<file path="config.mk">
export PLATFORM = sky130hd
export DESIGN_NAME = art_uart
export DESIGN_NICKNAME = d
export VERILOG_FILES = /design/src/verilog/art_pkg.sv /design/src/verilog/art_uart.sv
export SDC_FILE = /design/constraint.sdc
export NUM_CORES = 1
export LEC_CHECK = 0
export BUFFER_PORTS_ARGS = -buffer_cell sky130_fd_sc_hd__buf_4
export CORE_UTILIZATION = 50
export DETAILED_ROUTE_END_ITERATION = 6
export GPL_TIMING_DRIVEN = 0
export PLACE_DENSITY = 0.79
export SYNTH_ARGS = -nofsm -noshare
export SYNTH_HDL_FRONTEND = slang
export SYNTH_SLANG_ARGS = --single-unit
</file>
<file path="constraint.sdc">
create_clock -name clk -period 3 [get_ports clk]
set_input_delay 0.6 -clock clk [delete_from_list [all_inputs] [get_ports clk]]
set_output_delay 0.6 -clock clk [all_outputs]
set_load 0.01 [all_outputs]
</file>
<file path="src/verilog/art_pkg.sv">
// Constants, carrier structs and state types of the async receiver/transmitter
package art_pkg;

  ////////////////////////////////////////////////////////////////////////////
  // Synchroniser vector layout (bit positions of each pin)
  localparam int ART_S_RXCLK = 0;
  localparam int ART_S_TXCLK = 1;
  localparam int ART_S_LINE = 2;
  localparam int ART_S_MCLR = 3;
  localparam int ART_S_LOAD = 4;
  localparam int ART_S_DRCLR = 5;
  localparam int ART_S_CFGLD = 6;
  localparam int ART_S_RXTRI = 7;
  localparam int ART_S_FLTRI = 8;
  localparam int ART_S_CFG = 9;
  localparam int ART_CFG_W = 5;
  localparam int ART_S_DATA = 14;
  localparam int ART_DATA_W = 8;
  localparam int ART_SYNC_W = 22;
  // Idle pin levels (line, load strobe, acknowledge high) seeded at reset so
  // the edge detectors see no false fall or rise once reset is released
  localparam logic [ART_SYNC_W-1:0] ART_SYNC_IDLE = 22'h000034;

  ////////////////////////////////////////////////////////////////////////////
  // Bit timing in x16 clock ticks (count value at the end of an interval)
  localparam logic [4:0] ART_BIT_LAST = 5'h0f;
  localparam logic [4:0] ART_MID_START = 5'h07;
  localparam logic [4:0] ART_STOP1_LAST = 5'h0f;
  localparam logic [4:0] ART_STOP15_LAST = 5'h17;
  localparam logic [4:0] ART_STOP2_LAST = 5'h1f;
  localparam logic [1:0] ART_LEN5 = 2'h0;

  ////////////////////////////////////////////////////////////////////////////
  // Carriers
  typedef struct packed {
    logic [1:0] lenSel;   // Upper select line first
    logic evenPar;
    logic parDis;
    logic twoStop;
  } art_cfg_t;

  typedef struct packed {
    logic parityErr;
    logic framingErr;
    logic overrun;
    logic dataReceived;
    logic txBufEmpty;
  } art_flags_t;

  typedef enum logic [2:0] {
    ART_TX_IDLE, ART_TX_START, ART_TX_DATA, ART_TX_PARITY, ART_TX_STOP
  } art_tx_st_t;

  typedef enum logic [2:0] {
    ART_RX_IDLE, ART_RX_START, ART_RX_DATA, ART_RX_PARITY, ART_RX_STOP
  } art_rx_st_t;

  typedef struct packed {
    logic [ART_SYNC_W-1:0] sync1;
    logic [ART_SYNC_W-1:0] sync2;
    logic rxClkPrev;
    logic txClkPrev;
    logic loadPrev;
    logic linePrev;
    art_cfg_t cfg;
    art_tx_st_t txState;
    logic [4:0] txCnt;
    logic [2:0] txBit;
    logic [7:0] txShift;
    logic [7:0] txHold;
    logic txPend;
    logic txHoldEmpty;
    logic txLine;
    art_rx_st_t rxState;
    logic [4:0] rxCnt;
    logic [2:0] rxBit;
    logic [7:0] rxShift;
    logic rxPar;
    logic [7:0] rxHold;
    logic pe;
    logic fe;
    logic oe;
    logic dr;
  } art_state_t;

  localparam art_state_t ART_STATE_RST = '{
    txState: ART_TX_IDLE,
    rxState: ART_RX_IDLE,
    txHoldEmpty: 1'b1,
    txLine: 1'b1,
    linePrev: 1'b1,
    loadPrev: 1'b1,
    sync1: ART_SYNC_IDLE,
    sync2: ART_SYNC_IDLE,
    default: '0
  };

endpackage

</file>
<file path="src/verilog/art_uart.sv">
// Pin-programmed asynchronous receiver/transmitter, one clock domain
//////////////////////////////////////////////////////////////////////////////
// Behaviour
// - Five to eight data bits, both directions
// - One/two stop bits; 1.5 with five bits
// - Parity inhibit disables generation and checking
// - Transmit start, data, parity, stop bits
// - Receive into character, check parity, stop
// - Shift plus holding register each direction
// - Receive data outputs released when tristated
// - Short characters right-justified, upper bits low
// - Parity error updated every transfer
// - Framing error when stop bit low
// - Overrun when data received still set
// - Status flag outputs released when tristated
// - Low data-ready clear resets received flag
// - Received flag set on holding transfer
// - Master clear resets; line and empties high
// - Buffer empty once character moved on
// - Receiver and transmitter run independently
// - Load strobe rise moves character, deferred
// - Even select high even, low odd
module art_uart (
  input wire logic clk,
  input wire logic srst,
  input wire logic masterClear,
  input wire logic rxBitClockX16,
  input wire logic txBitClockX16,
  input wire logic receiveLineIn,
  input wire logic txBufferLoadStrobeN,
  input wire logic [7:0] txParallelIn,
  input wire logic dataReadyClearN,
  input wire logic configLatch,
  input wire art_pkg::art_cfg_t cfgIn,
  input wire logic rxDataTristate,
  input wire logic flagsTristate,
  output logic [7:0] rxParallelOut,
  output logic rxParallelOe,
  output art_pkg::art_flags_t flagsOut,
  output logic flagsOe,
  output logic txLineOut,
  output logic txShiftEmpty
);
  import art_pkg::*;

  art_state_t s_reg;
  art_state_t s_next;
  logic [ART_SYNC_W-1:0] syncIn;
  logic txMove;
  logic rxXfer;

  ////////////////////////////////////////////////////////////////////////////
  // Index of the last data bit for the selected length
  function automatic logic [2:0] lastIdx(input logic [1:0] lenSel);
    lastIdx = {1'b1, lenSel};
  endfunction

  // Parity bit over the used data bits only; excess bits are ignored
  function automatic logic parBit(input logic [7:0] d,
                                  input logic [1:0] lenSel,
                                  input logic evenPar);
    logic [7:0] mask;
    mask = 8'hff >> (3'h7 - lastIdx(lenSel));
    parBit = (^(d & mask)) ^ ~evenPar;
  endfunction

  ////////////////////////////////////////////////////////////////////////////
  // All pins pass two flops; the x16 clocks are sampled, not used as clocks
  assign syncIn = {txParallelIn, cfgIn, flagsTristate, rxDataTristate,
                   configLatch, dataReadyClearN, txBufferLoadStrobeN,
                   masterClear, receiveLineIn, txBitClockX16, rxBitClockX16};

  // Next-state logic; transmitter and receiver share only configuration and master clear
  always_comb begin
    logic [ART_SYNC_W-1:0] p;
    logic rxTick;
    logic txTick;
    logic line;
    logic txEnd;
    logic txStopEnd;
    logic rxSample;
    logic [4:0] txLimit;
    logic [2:0] txLast;
    logic [2:0] rxLast;
    s_next = s_reg;
    txMove = 1'b0;
    rxXfer = 1'b0;
    p = s_reg.sync2;
    s_next.sync1 = syncIn;
    s_next.sync2 = s_reg.sync1;
    s_next.rxClkPrev = p[ART_S_RXCLK];
    s_next.txClkPrev = p[ART_S_TXCLK];
    s_next.loadPrev = p[ART_S_LOAD];
    s_next.linePrev = p[ART_S_LINE];
    rxTick = p[ART_S_RXCLK] & ~s_reg.rxClkPrev;
    txTick = p[ART_S_TXCLK] & ~s_reg.txClkPrev;
    line = p[ART_S_LINE];
    txLast = lastIdx(s_reg.cfg.lenSel);
    rxLast = lastIdx(s_reg.cfg.lenSel);

    // Control bits follow the pins while the latch input is high
    if (p[ART_S_CFGLD]) begin
      s_next.cfg = art_cfg_t'(p[ART_S_CFG +: ART_CFG_W]);
    end

    //////////////////////////////////////////////////////////////////////////
    // Transmitter bit timing; stop length depends on count and length
    if (s_reg.txState != ART_TX_STOP) begin
      txLimit = ART_BIT_LAST;
    end else if (!s_reg.cfg.twoStop) begin
      txLimit = ART_STOP1_LAST;
    end else if (s_reg.cfg.lenSel == ART_LEN5) begin
      txLimit = ART_STOP15_LAST;
    end else begin
      txLimit = ART_STOP2_LAST;
    end
    txEnd = txTick && (s_reg.txState != ART_TX_IDLE)
            && (s_reg.txCnt == txLimit);
    txStopEnd = txEnd && (s_reg.txState == ART_TX_STOP);
    if (txTick && s_reg.txState != ART_TX_IDLE) begin
      s_next.txCnt = s_reg.txCnt + 5'h01;
    end
    if (txEnd) begin
      s_next.txCnt = 5'h00;
      case (s_reg.txState)
        ART_TX_START: begin
          s_next.txState = ART_TX_DATA;
          s_next.txBit = 3'h0;
          s_next.txLine = s_reg.txShift[0];
        end
        ART_TX_DATA: begin
          if (s_reg.txBit != txLast) begin
            s_next.txBit = s_reg.txBit + 3'h1;
            s_next.txLine = s_reg.txShift[s_reg.txBit + 3'h1];
          end else if (s_reg.cfg.parDis) begin
            s_next.txState = ART_TX_STOP;
            s_next.txLine = 1'b1;
          end else begin
            s_next.txState = ART_TX_PARITY;
            s_next.txLine = parBit(s_reg.txShift, s_reg.cfg.lenSel,
                                   s_reg.cfg.evenPar);
          end
        end
        ART_TX_PARITY: begin
          s_next.txState = ART_TX_STOP;
          s_next.txLine = 1'b1;
        end
        default: begin
          s_next.txState = ART_TX_IDLE;
          s_next.txLine = 1'b1;
        end
      endcase
    end

    // A pending character starts as soon as the shifter is free
    if (s_reg.txPend && (s_reg.txState == ART_TX_IDLE || txStopEnd)) begin
      txMove = 1'b1;
      s_next.txShift = s_reg.txHold;
      s_next.txHoldEmpty = 1'b1;
      s_next.txPend = 1'b0;
      s_next.txState = ART_TX_START;
      s_next.txCnt = 5'h00;
      s_next.txLine = 1'b0;
    end

    // Holding register is transparent while the strobe is low
    if (!p[ART_S_LOAD]) begin
      s_next.txHold = p[ART_S_DATA +: ART_DATA_W];
      s_next.txHoldEmpty = 1'b0;
    end
    if (p[ART_S_LOAD] && !s_reg.loadPrev) begin
      s_next.txPend = 1'b1;
    end

    //////////////////////////////////////////////////////////////////////////
    // Receiver; the acknowledge is applied first so a new character wins
    if (!p[ART_S_DRCLR]) begin
      s_next.dr = 1'b0;
    end
    rxSample = 1'b0;
    if (s_reg.rxState == ART_RX_IDLE) begin
      if (s_reg.linePrev && !line) begin
        s_next.rxState = ART_RX_START;
        s_next.rxCnt = 5'h00;
        s_next.rxBit = 3'h0;
        s_next.rxShift = 8'h00;
      end
    end else if (rxTick) begin
      s_next.rxCnt = s_reg.rxCnt + 5'h01;
      if (s_reg.rxState == ART_RX_START) begin
        rxSample = (s_reg.rxCnt == ART_MID_START);
      end else begin
        rxSample = (s_reg.rxCnt == ART_BIT_LAST);
      end
    end
    if (rxSample) begin
      s_next.rxCnt = 5'h00;
      case (s_reg.rxState)
        ART_RX_START: begin
          // A glitch shorter than half a bit is not a start bit
          s_next.rxState = line ? ART_RX_IDLE : ART_RX_DATA;
        end
        ART_RX_DATA: begin
          s_next.rxShift[s_reg.rxBit] = line;
          if (s_reg.rxBit != rxLast) begin
            s_next.rxBit = s_reg.rxBit + 3'h1;
          end else if (s_reg.cfg.parDis) begin
            s_next.rxState = ART_RX_STOP;
          end else begin
            s_next.rxState = ART_RX_PARITY;
          end
        end
        ART_RX_PARITY: begin
          s_next.rxPar = line;
          s_next.rxState = ART_RX_STOP;
        end
        default: begin
          // Only the first stop bit is checked; a second is idle time
          rxXfer = 1'b1;
          s_next.rxState = ART_RX_IDLE;
          s_next.rxHold = s_reg.rxShift;
          s_next.pe = !s_reg.cfg.parDis && (s_reg.rxPar != parBit(
                      s_reg.rxShift, s_reg.cfg.lenSel,
                      s_reg.cfg.evenPar));
          s_next.fe = !line;
          s_next.oe = s_reg.dr;
          s_next.dr = 1'b1;
        end
      endcase
    end

    //////////////////////////////////////////////////////////////////////////
    // Master clear; configuration and synchronisers are kept
    if (p[ART_S_MCLR]) begin
      txMove = 1'b0;
      rxXfer = 1'b0;
      s_next.txState = ART_TX_IDLE;
      s_next.txCnt = 5'h00;
      s_next.txBit = 3'h0;
      s_next.txShift = 8'h00;
      s_next.txPend = 1'b0;
      s_next.txHoldEmpty = 1'b1;
      s_next.txLine = 1'b1;
      s_next.rxState = ART_RX_IDLE;
      s_next.rxCnt = 5'h00;
      s_next.rxBit = 3'h0;
      s_next.rxShift = 8'h00;
      s_next.rxHold = 8'h00;
      s_next.pe = 1'b0;
      s_next.fe = 1'b0;
      s_next.oe = 1'b0;
      s_next.dr = 1'b0;
    end
  end

  // State register
  always_ff @(posedge clk) begin
    if (srst) begin
      s_reg <= ART_STATE_RST;
    end else begin
      s_reg <= s_next;
    end
  end

  ////////////////////////////////////////////////////////////////////////////
  // Outputs; enables are high while the pins are driven
  assign rxParallelOut = s_reg.rxHold;
  assign rxParallelOe = !s_reg.sync2[ART_S_RXTRI];
  assign flagsOut = '{parityErr: s_reg.pe, framingErr: s_reg.fe,
                      overrun: s_reg.oe, dataReceived: s_reg.dr,
                      txBufEmpty: s_reg.txHoldEmpty};
  assign flagsOe = !s_reg.sync2[ART_S_FLTRI];
  assign txLineOut = s_reg.txLine;
  assign txShiftEmpty = (s_reg.txState == ART_TX_IDLE);

  ////////////////////////////////////////////////////////////////////////////
  // Checks
  rxOeFollow_a: assert property (@(posedge clk) disable iff (srst)
    $rose(s_reg.sync2[ART_S_RXTRI]) |-> !rxParallelOe
      ##1 (!rxParallelOe || $fell(s_reg.sync2[ART_S_RXTRI])))
    else $error("receive data still driven while tristated");

  flagsOeFollow_a: assert property (@(posedge clk) disable iff (srst)
    s_reg.sync2[ART_S_FLTRI] |-> !flagsOe)
    else $error("status flags driven while tristated");

  upperZero_a: assert property (@(posedge clk) disable iff (srst)
    (rxXfer && s_reg.cfg.lenSel == ART_LEN5) |=> rxParallelOut[7:5] == 3'h0)
    else $error("upper receive bits not low for short character");

  parityClamp_a: assert property (@(posedge clk) disable iff (srst)
    (rxXfer && s_reg.cfg.parDis) |=> !flagsOut.parityErr)
    else $error("parity error raised while parity inhibited");

  overrunSet_a: assert property (@(posedge clk) disable iff (srst)
    (rxXfer && s_reg.dr) |=> flagsOut.overrun && flagsOut.dataReceived)
    else $error("overrun not flagged on unread character");

  drSetWins_a: assert property (@(posedge clk) disable iff (srst)
    rxXfer |=> flagsOut.dataReceived)
    else $error("data received not set on transfer");

  drClear_a: assert property (@(posedge clk) disable iff (srst)
    (!s_reg.sync2[ART_S_DRCLR] && !rxXfer) |=> !flagsOut.dataReceived)
    else $error("data received not cleared by acknowledge");

  masterClear_a: assert property (@(posedge clk) disable iff (srst)
    s_reg.sync2[ART_S_MCLR] |=> txLineOut && txShiftEmpty
      && flagsOut.txBufEmpty && !flagsOut.dataReceived)
    else $error("master clear did not reach reset values");

  startBit_a: assert property (@(posedge clk) disable iff (srst)
    txMove |=> !txLineOut && !txShiftEmpty && flagsOut.txBufEmpty
      ##1 !txLineOut)
    else $error("start bit not sent after transfer");

  loadDefer_a: assert property (@(posedge clk) disable iff (srst)
    (s_reg.txPend && s_reg.txState == ART_TX_DATA) |-> !txMove)
    else $error("character moved during a transmission");

endmodule
</file>
==> results.cfg <==
[drt]
drc = 1
wl_met2_mm = 4.72
wire_per_inst_um = 13.6
viasPerCell = 5.20
top_layer = met4
drt_iter0_drc = 234
ant_nets = 0
firstDrtPassIters = 7
drt-met1-wl_mm = 3.82
wl_met3_um = 358
wl_mm = 8.97
num_vias = 3425

[critical_path]
worstReg2RegEnd = s_reg[15]
arrival_ns = 1.53
path_class = reg2out
cp-end-kind = output port
critPathMaxFanout = 8
reg2reg_slack_ns = 0.90
rr_worst_depth = 8
r2r-start = s_reg[24]
startpoint_type = flip-flop
crit_required_ns = 2.40

[clock_tree]
cts.clk_slew.worst_paths_ns = 0.06
cts_resized = 0
post_cts_buffers = 0
clock-sinks = 115
ctsHoldBuffers = 0
numCtsBuffers = 17
clk_latency_ns = 0.52
htreeDepth = 4
clk_path_buf_depth = 2
root_buffer = clkbuf_8
cts_tree = yes

[timing]
fin_skew_ns = 0.00972
holdWs_ns = 0.265
rsz0062_at_grt = no
fmax_ghz = 0.469
worst_pin_slew_ns = 0.660
hold_viol = 0
fin_tns_setup_ns = 0
slew_headroom_pct = 56.0
finalSetupViolations = 0
finalCritPeriodShare_pct = 71.1
min_period_ns = 2.13
slew_violations = 0

[power]
pwr_density_cell_mw_per_mm2 = 644
combPwrFrac_pct = 3.3
clockPowerShare_pct = 53.4
swShare_pct = 22.2
vdd_ir_drop_max_mv = 0.659
p_leak_uw = 0.00227
total_power_uw = 3630
internal_power_uw = 2830
p_seq_share_pct = 43.3
switchingPower_uw = 805

[logic_synthesis]
yosysUniqueCellTypes = 53
syn_inst = 481
synth-async-reset-ratio_pct = 0
synth_nets = 509
ys_dominant_reg_cell = dfxtp_1
synth_edf_count = 0
yosysWarnings = 0
ys_seq_area_share_pct = 49.6
postSynthAreaPerCell_um2 = 9.64
synth_area_mm2 = 0.00464
synth_seq_cells = 115

[die]
core_area_mm2 = 0.00885
fp.dieW_um = 98.3
die_h_um = 98.3
die-area_mm2 = 0.00967
num_rows = 34
io_pins = 41
start_util_pct = 52.4

[global_route]
overflow = 0
grt_max_degree = 17
grt_pass1_wl_mm = 15.1
grt_pass1_vias = 3330
antenna_found_initial = 0
track_usage_pct = 20.0

[layout]
areaGrowthSynthToFinish_pct = 21.6
n_antenna_cell = 0
layout.nets = 567
largest_reg_flops = 75
fillers = 716
post-route-util_pct = 63.8
fin_cells = 659
layout-drive-gt1-share_pct = 21.8

[worst_hold_path]
hold_start = dataReadyClearN
hold_end = s_next[76]
hold_class = in2reg
min_path_cells = 2

[run_status]
status = finished, violations left
violations = DRC

[placement]
dp.cells = 628
place_congestion = 0.907
dpl.hpwl_mm = 6.09
portBuffers = 39

[run]
max-cap-violations = 0
-- cell families (layout without fill, tap and decap cells) --
group | after synthesis | count (layout) | share of synthesized area [%]
compound gates | 54 | 54 | 7.74
xor+xnor | 28 | 28 | 5.29
fa+ha+maj | 4 | 4 | 1.08
buf+inv | 47 | 117 | 5.77
flops | 115 | 115 | 49.6
mux | 36 | 36 | 8.34
simple gates | 197 | 197 | 22.1
-- stage by stage --
step	worst slack, ns	cell area, um^2
floorplan	1.07	4640
global placement	0.465	5070
detailed placement	0.375	5070
CTS	0.873	5640
global route	0.669	5640
finish	0.866	5640
-- critical path: stages (launching register included) --
cell and delay (ns):
dfxtp_1 0.38, nor3_1 0.43, buf_4 0.20
-- synthesized netlist by cell type, types with 3 or more instances --
master | instances | share of area [%]
nand3b_1 | 3 | 0.49
ha_1 | 4 | 1.1
o211ai_1 | 3 | 0.49
nand3_1 | 9 | 0.97
a21oi_1 | 24 | 2.6
nand4_1 | 5 | 0.67
nor3b_1 | 3 | 0.49
buf_4 | 16 | 2.6
xor2_1 | 5 | 0.94
inv_1 | 7 | 0.57
mux2i_1 | 33 | 7.1
nor2_1 | 50 | 4.0
nor3_1 | 4 | 0.43
o21ai_0 | 4 | 0.43
and3_1 | 3 | 0.40
xnor2_1 | 23 | 4.3
a211oi_1 | 4 | 0.65
dfxtp_1 | 115 | 50
nor2b_1 | 46 | 6.2
nand2_1 | 48 | 3.9
or2_2 | 11 | 1.5
buf_6 | 3 | 0.73
buf_2 | 7 | 0.76
clkbuf_1 | 14 | 1.1
-- worst max-delay path by stage --
| stage | slack (ns) | cells after the start | end | start |
|---|---|---|---|---|
| detailed placement | 0.38 | 6 | s_reg[21] | srst |
| finish | 0.87 | 2 | txShiftEmpty | s_reg[60] |
| floorplan | 1.07 | 6 | s_reg[21] | srst |
| global route | 0.67 | 8 | s_reg[15] | s_reg[24] |
| global placement | 0.47 | 6 | s_reg[30] | srst |
| CTS | 0.87 | 2 | txShiftEmpty | s_reg[60] |
-- layout by cell type, fill, tap and decap left out, types with 3 or more instances in the layout --
| cell | Yosys | routed |
|---|---|---|
| mux2i_1 | 33 | 33 |
| buf_6 | 3 | 3 |
| nand3_1 | 9 | 9 |
| or2_2 | 11 | 11 |
| nor2b_1 | 46 | 46 |
| buf_4 | 16 | 55 |
| a21oi_1 | 24 | 24 |
| nand4_1 | 5 | 5 |
| xor2_1 | 5 | 5 |
| nor3b_1 | 3 | 3 |
| buf_2 | 7 | 7 |
| clkbuf_1 | 14 | 14 |
| inv_1 | 7 | 7 |
| o21ai_0 | 4 | 4 |
| dfxtp_1 | 115 | 115 |
| nand2_1 | 48 | 48 |
| nor3_1 | 4 | 4 |
| and3_1 | 3 | 3 |
| nor2_1 | 50 | 50 |
| o211ai_1 | 3 | 3 |
| nand3b_1 | 3 | 3 |
| inv_6 | 0 | 5 |
| ha_1 | 4 | 4 |
| clkinv_4 | 0 | 3 |
| clkbuf_16 | 0 | 16 |
| a211oi_1 | 4 | 4 |
| xnor2_1 | 23 | 23 |
-- metal layers --
metal  global-route usage, %  vias to the layer above
li1                        -                     1716
met1                    22.3                     1611
met2                    35.6                       90
met3                    6.08                        8
met4                    7.92                        0
met5                       0                        -
-- area by class of cell --
class	count	area, um^2	area share (%)
Timing Repair Buffer	39	293	5.19
Clock inverter	13	148	2.62
Multi-Input combinational cell	319	2070	36.7
Tap cell	108	135	2.40
Clock buffer	18	428	7.58
Inverter	7	26.3	0.466
Buffer	40	241	4.28
Sequential cell	115	2300	40.8
-- power groups by stage --
| stage | Sequential [uW] | Combinational [uW] | Clock [uW] |
|---|---|---|---|
| 3_3_place_gp | 1600 | 116 | 0 |
| 2_1_floorplan | 1600 | 73.7 | 0 |
| 6_report | 1570 | 119 | 1940 |
| 5_1_grt | 1580 | 132 | 2040 |
| 4_1_cts | 1570 | 120 | 1980 |
| 3_5_place_dp | 1610 | 120 | 0 |
Note: power is estimated with default switching activity, not from simulation.
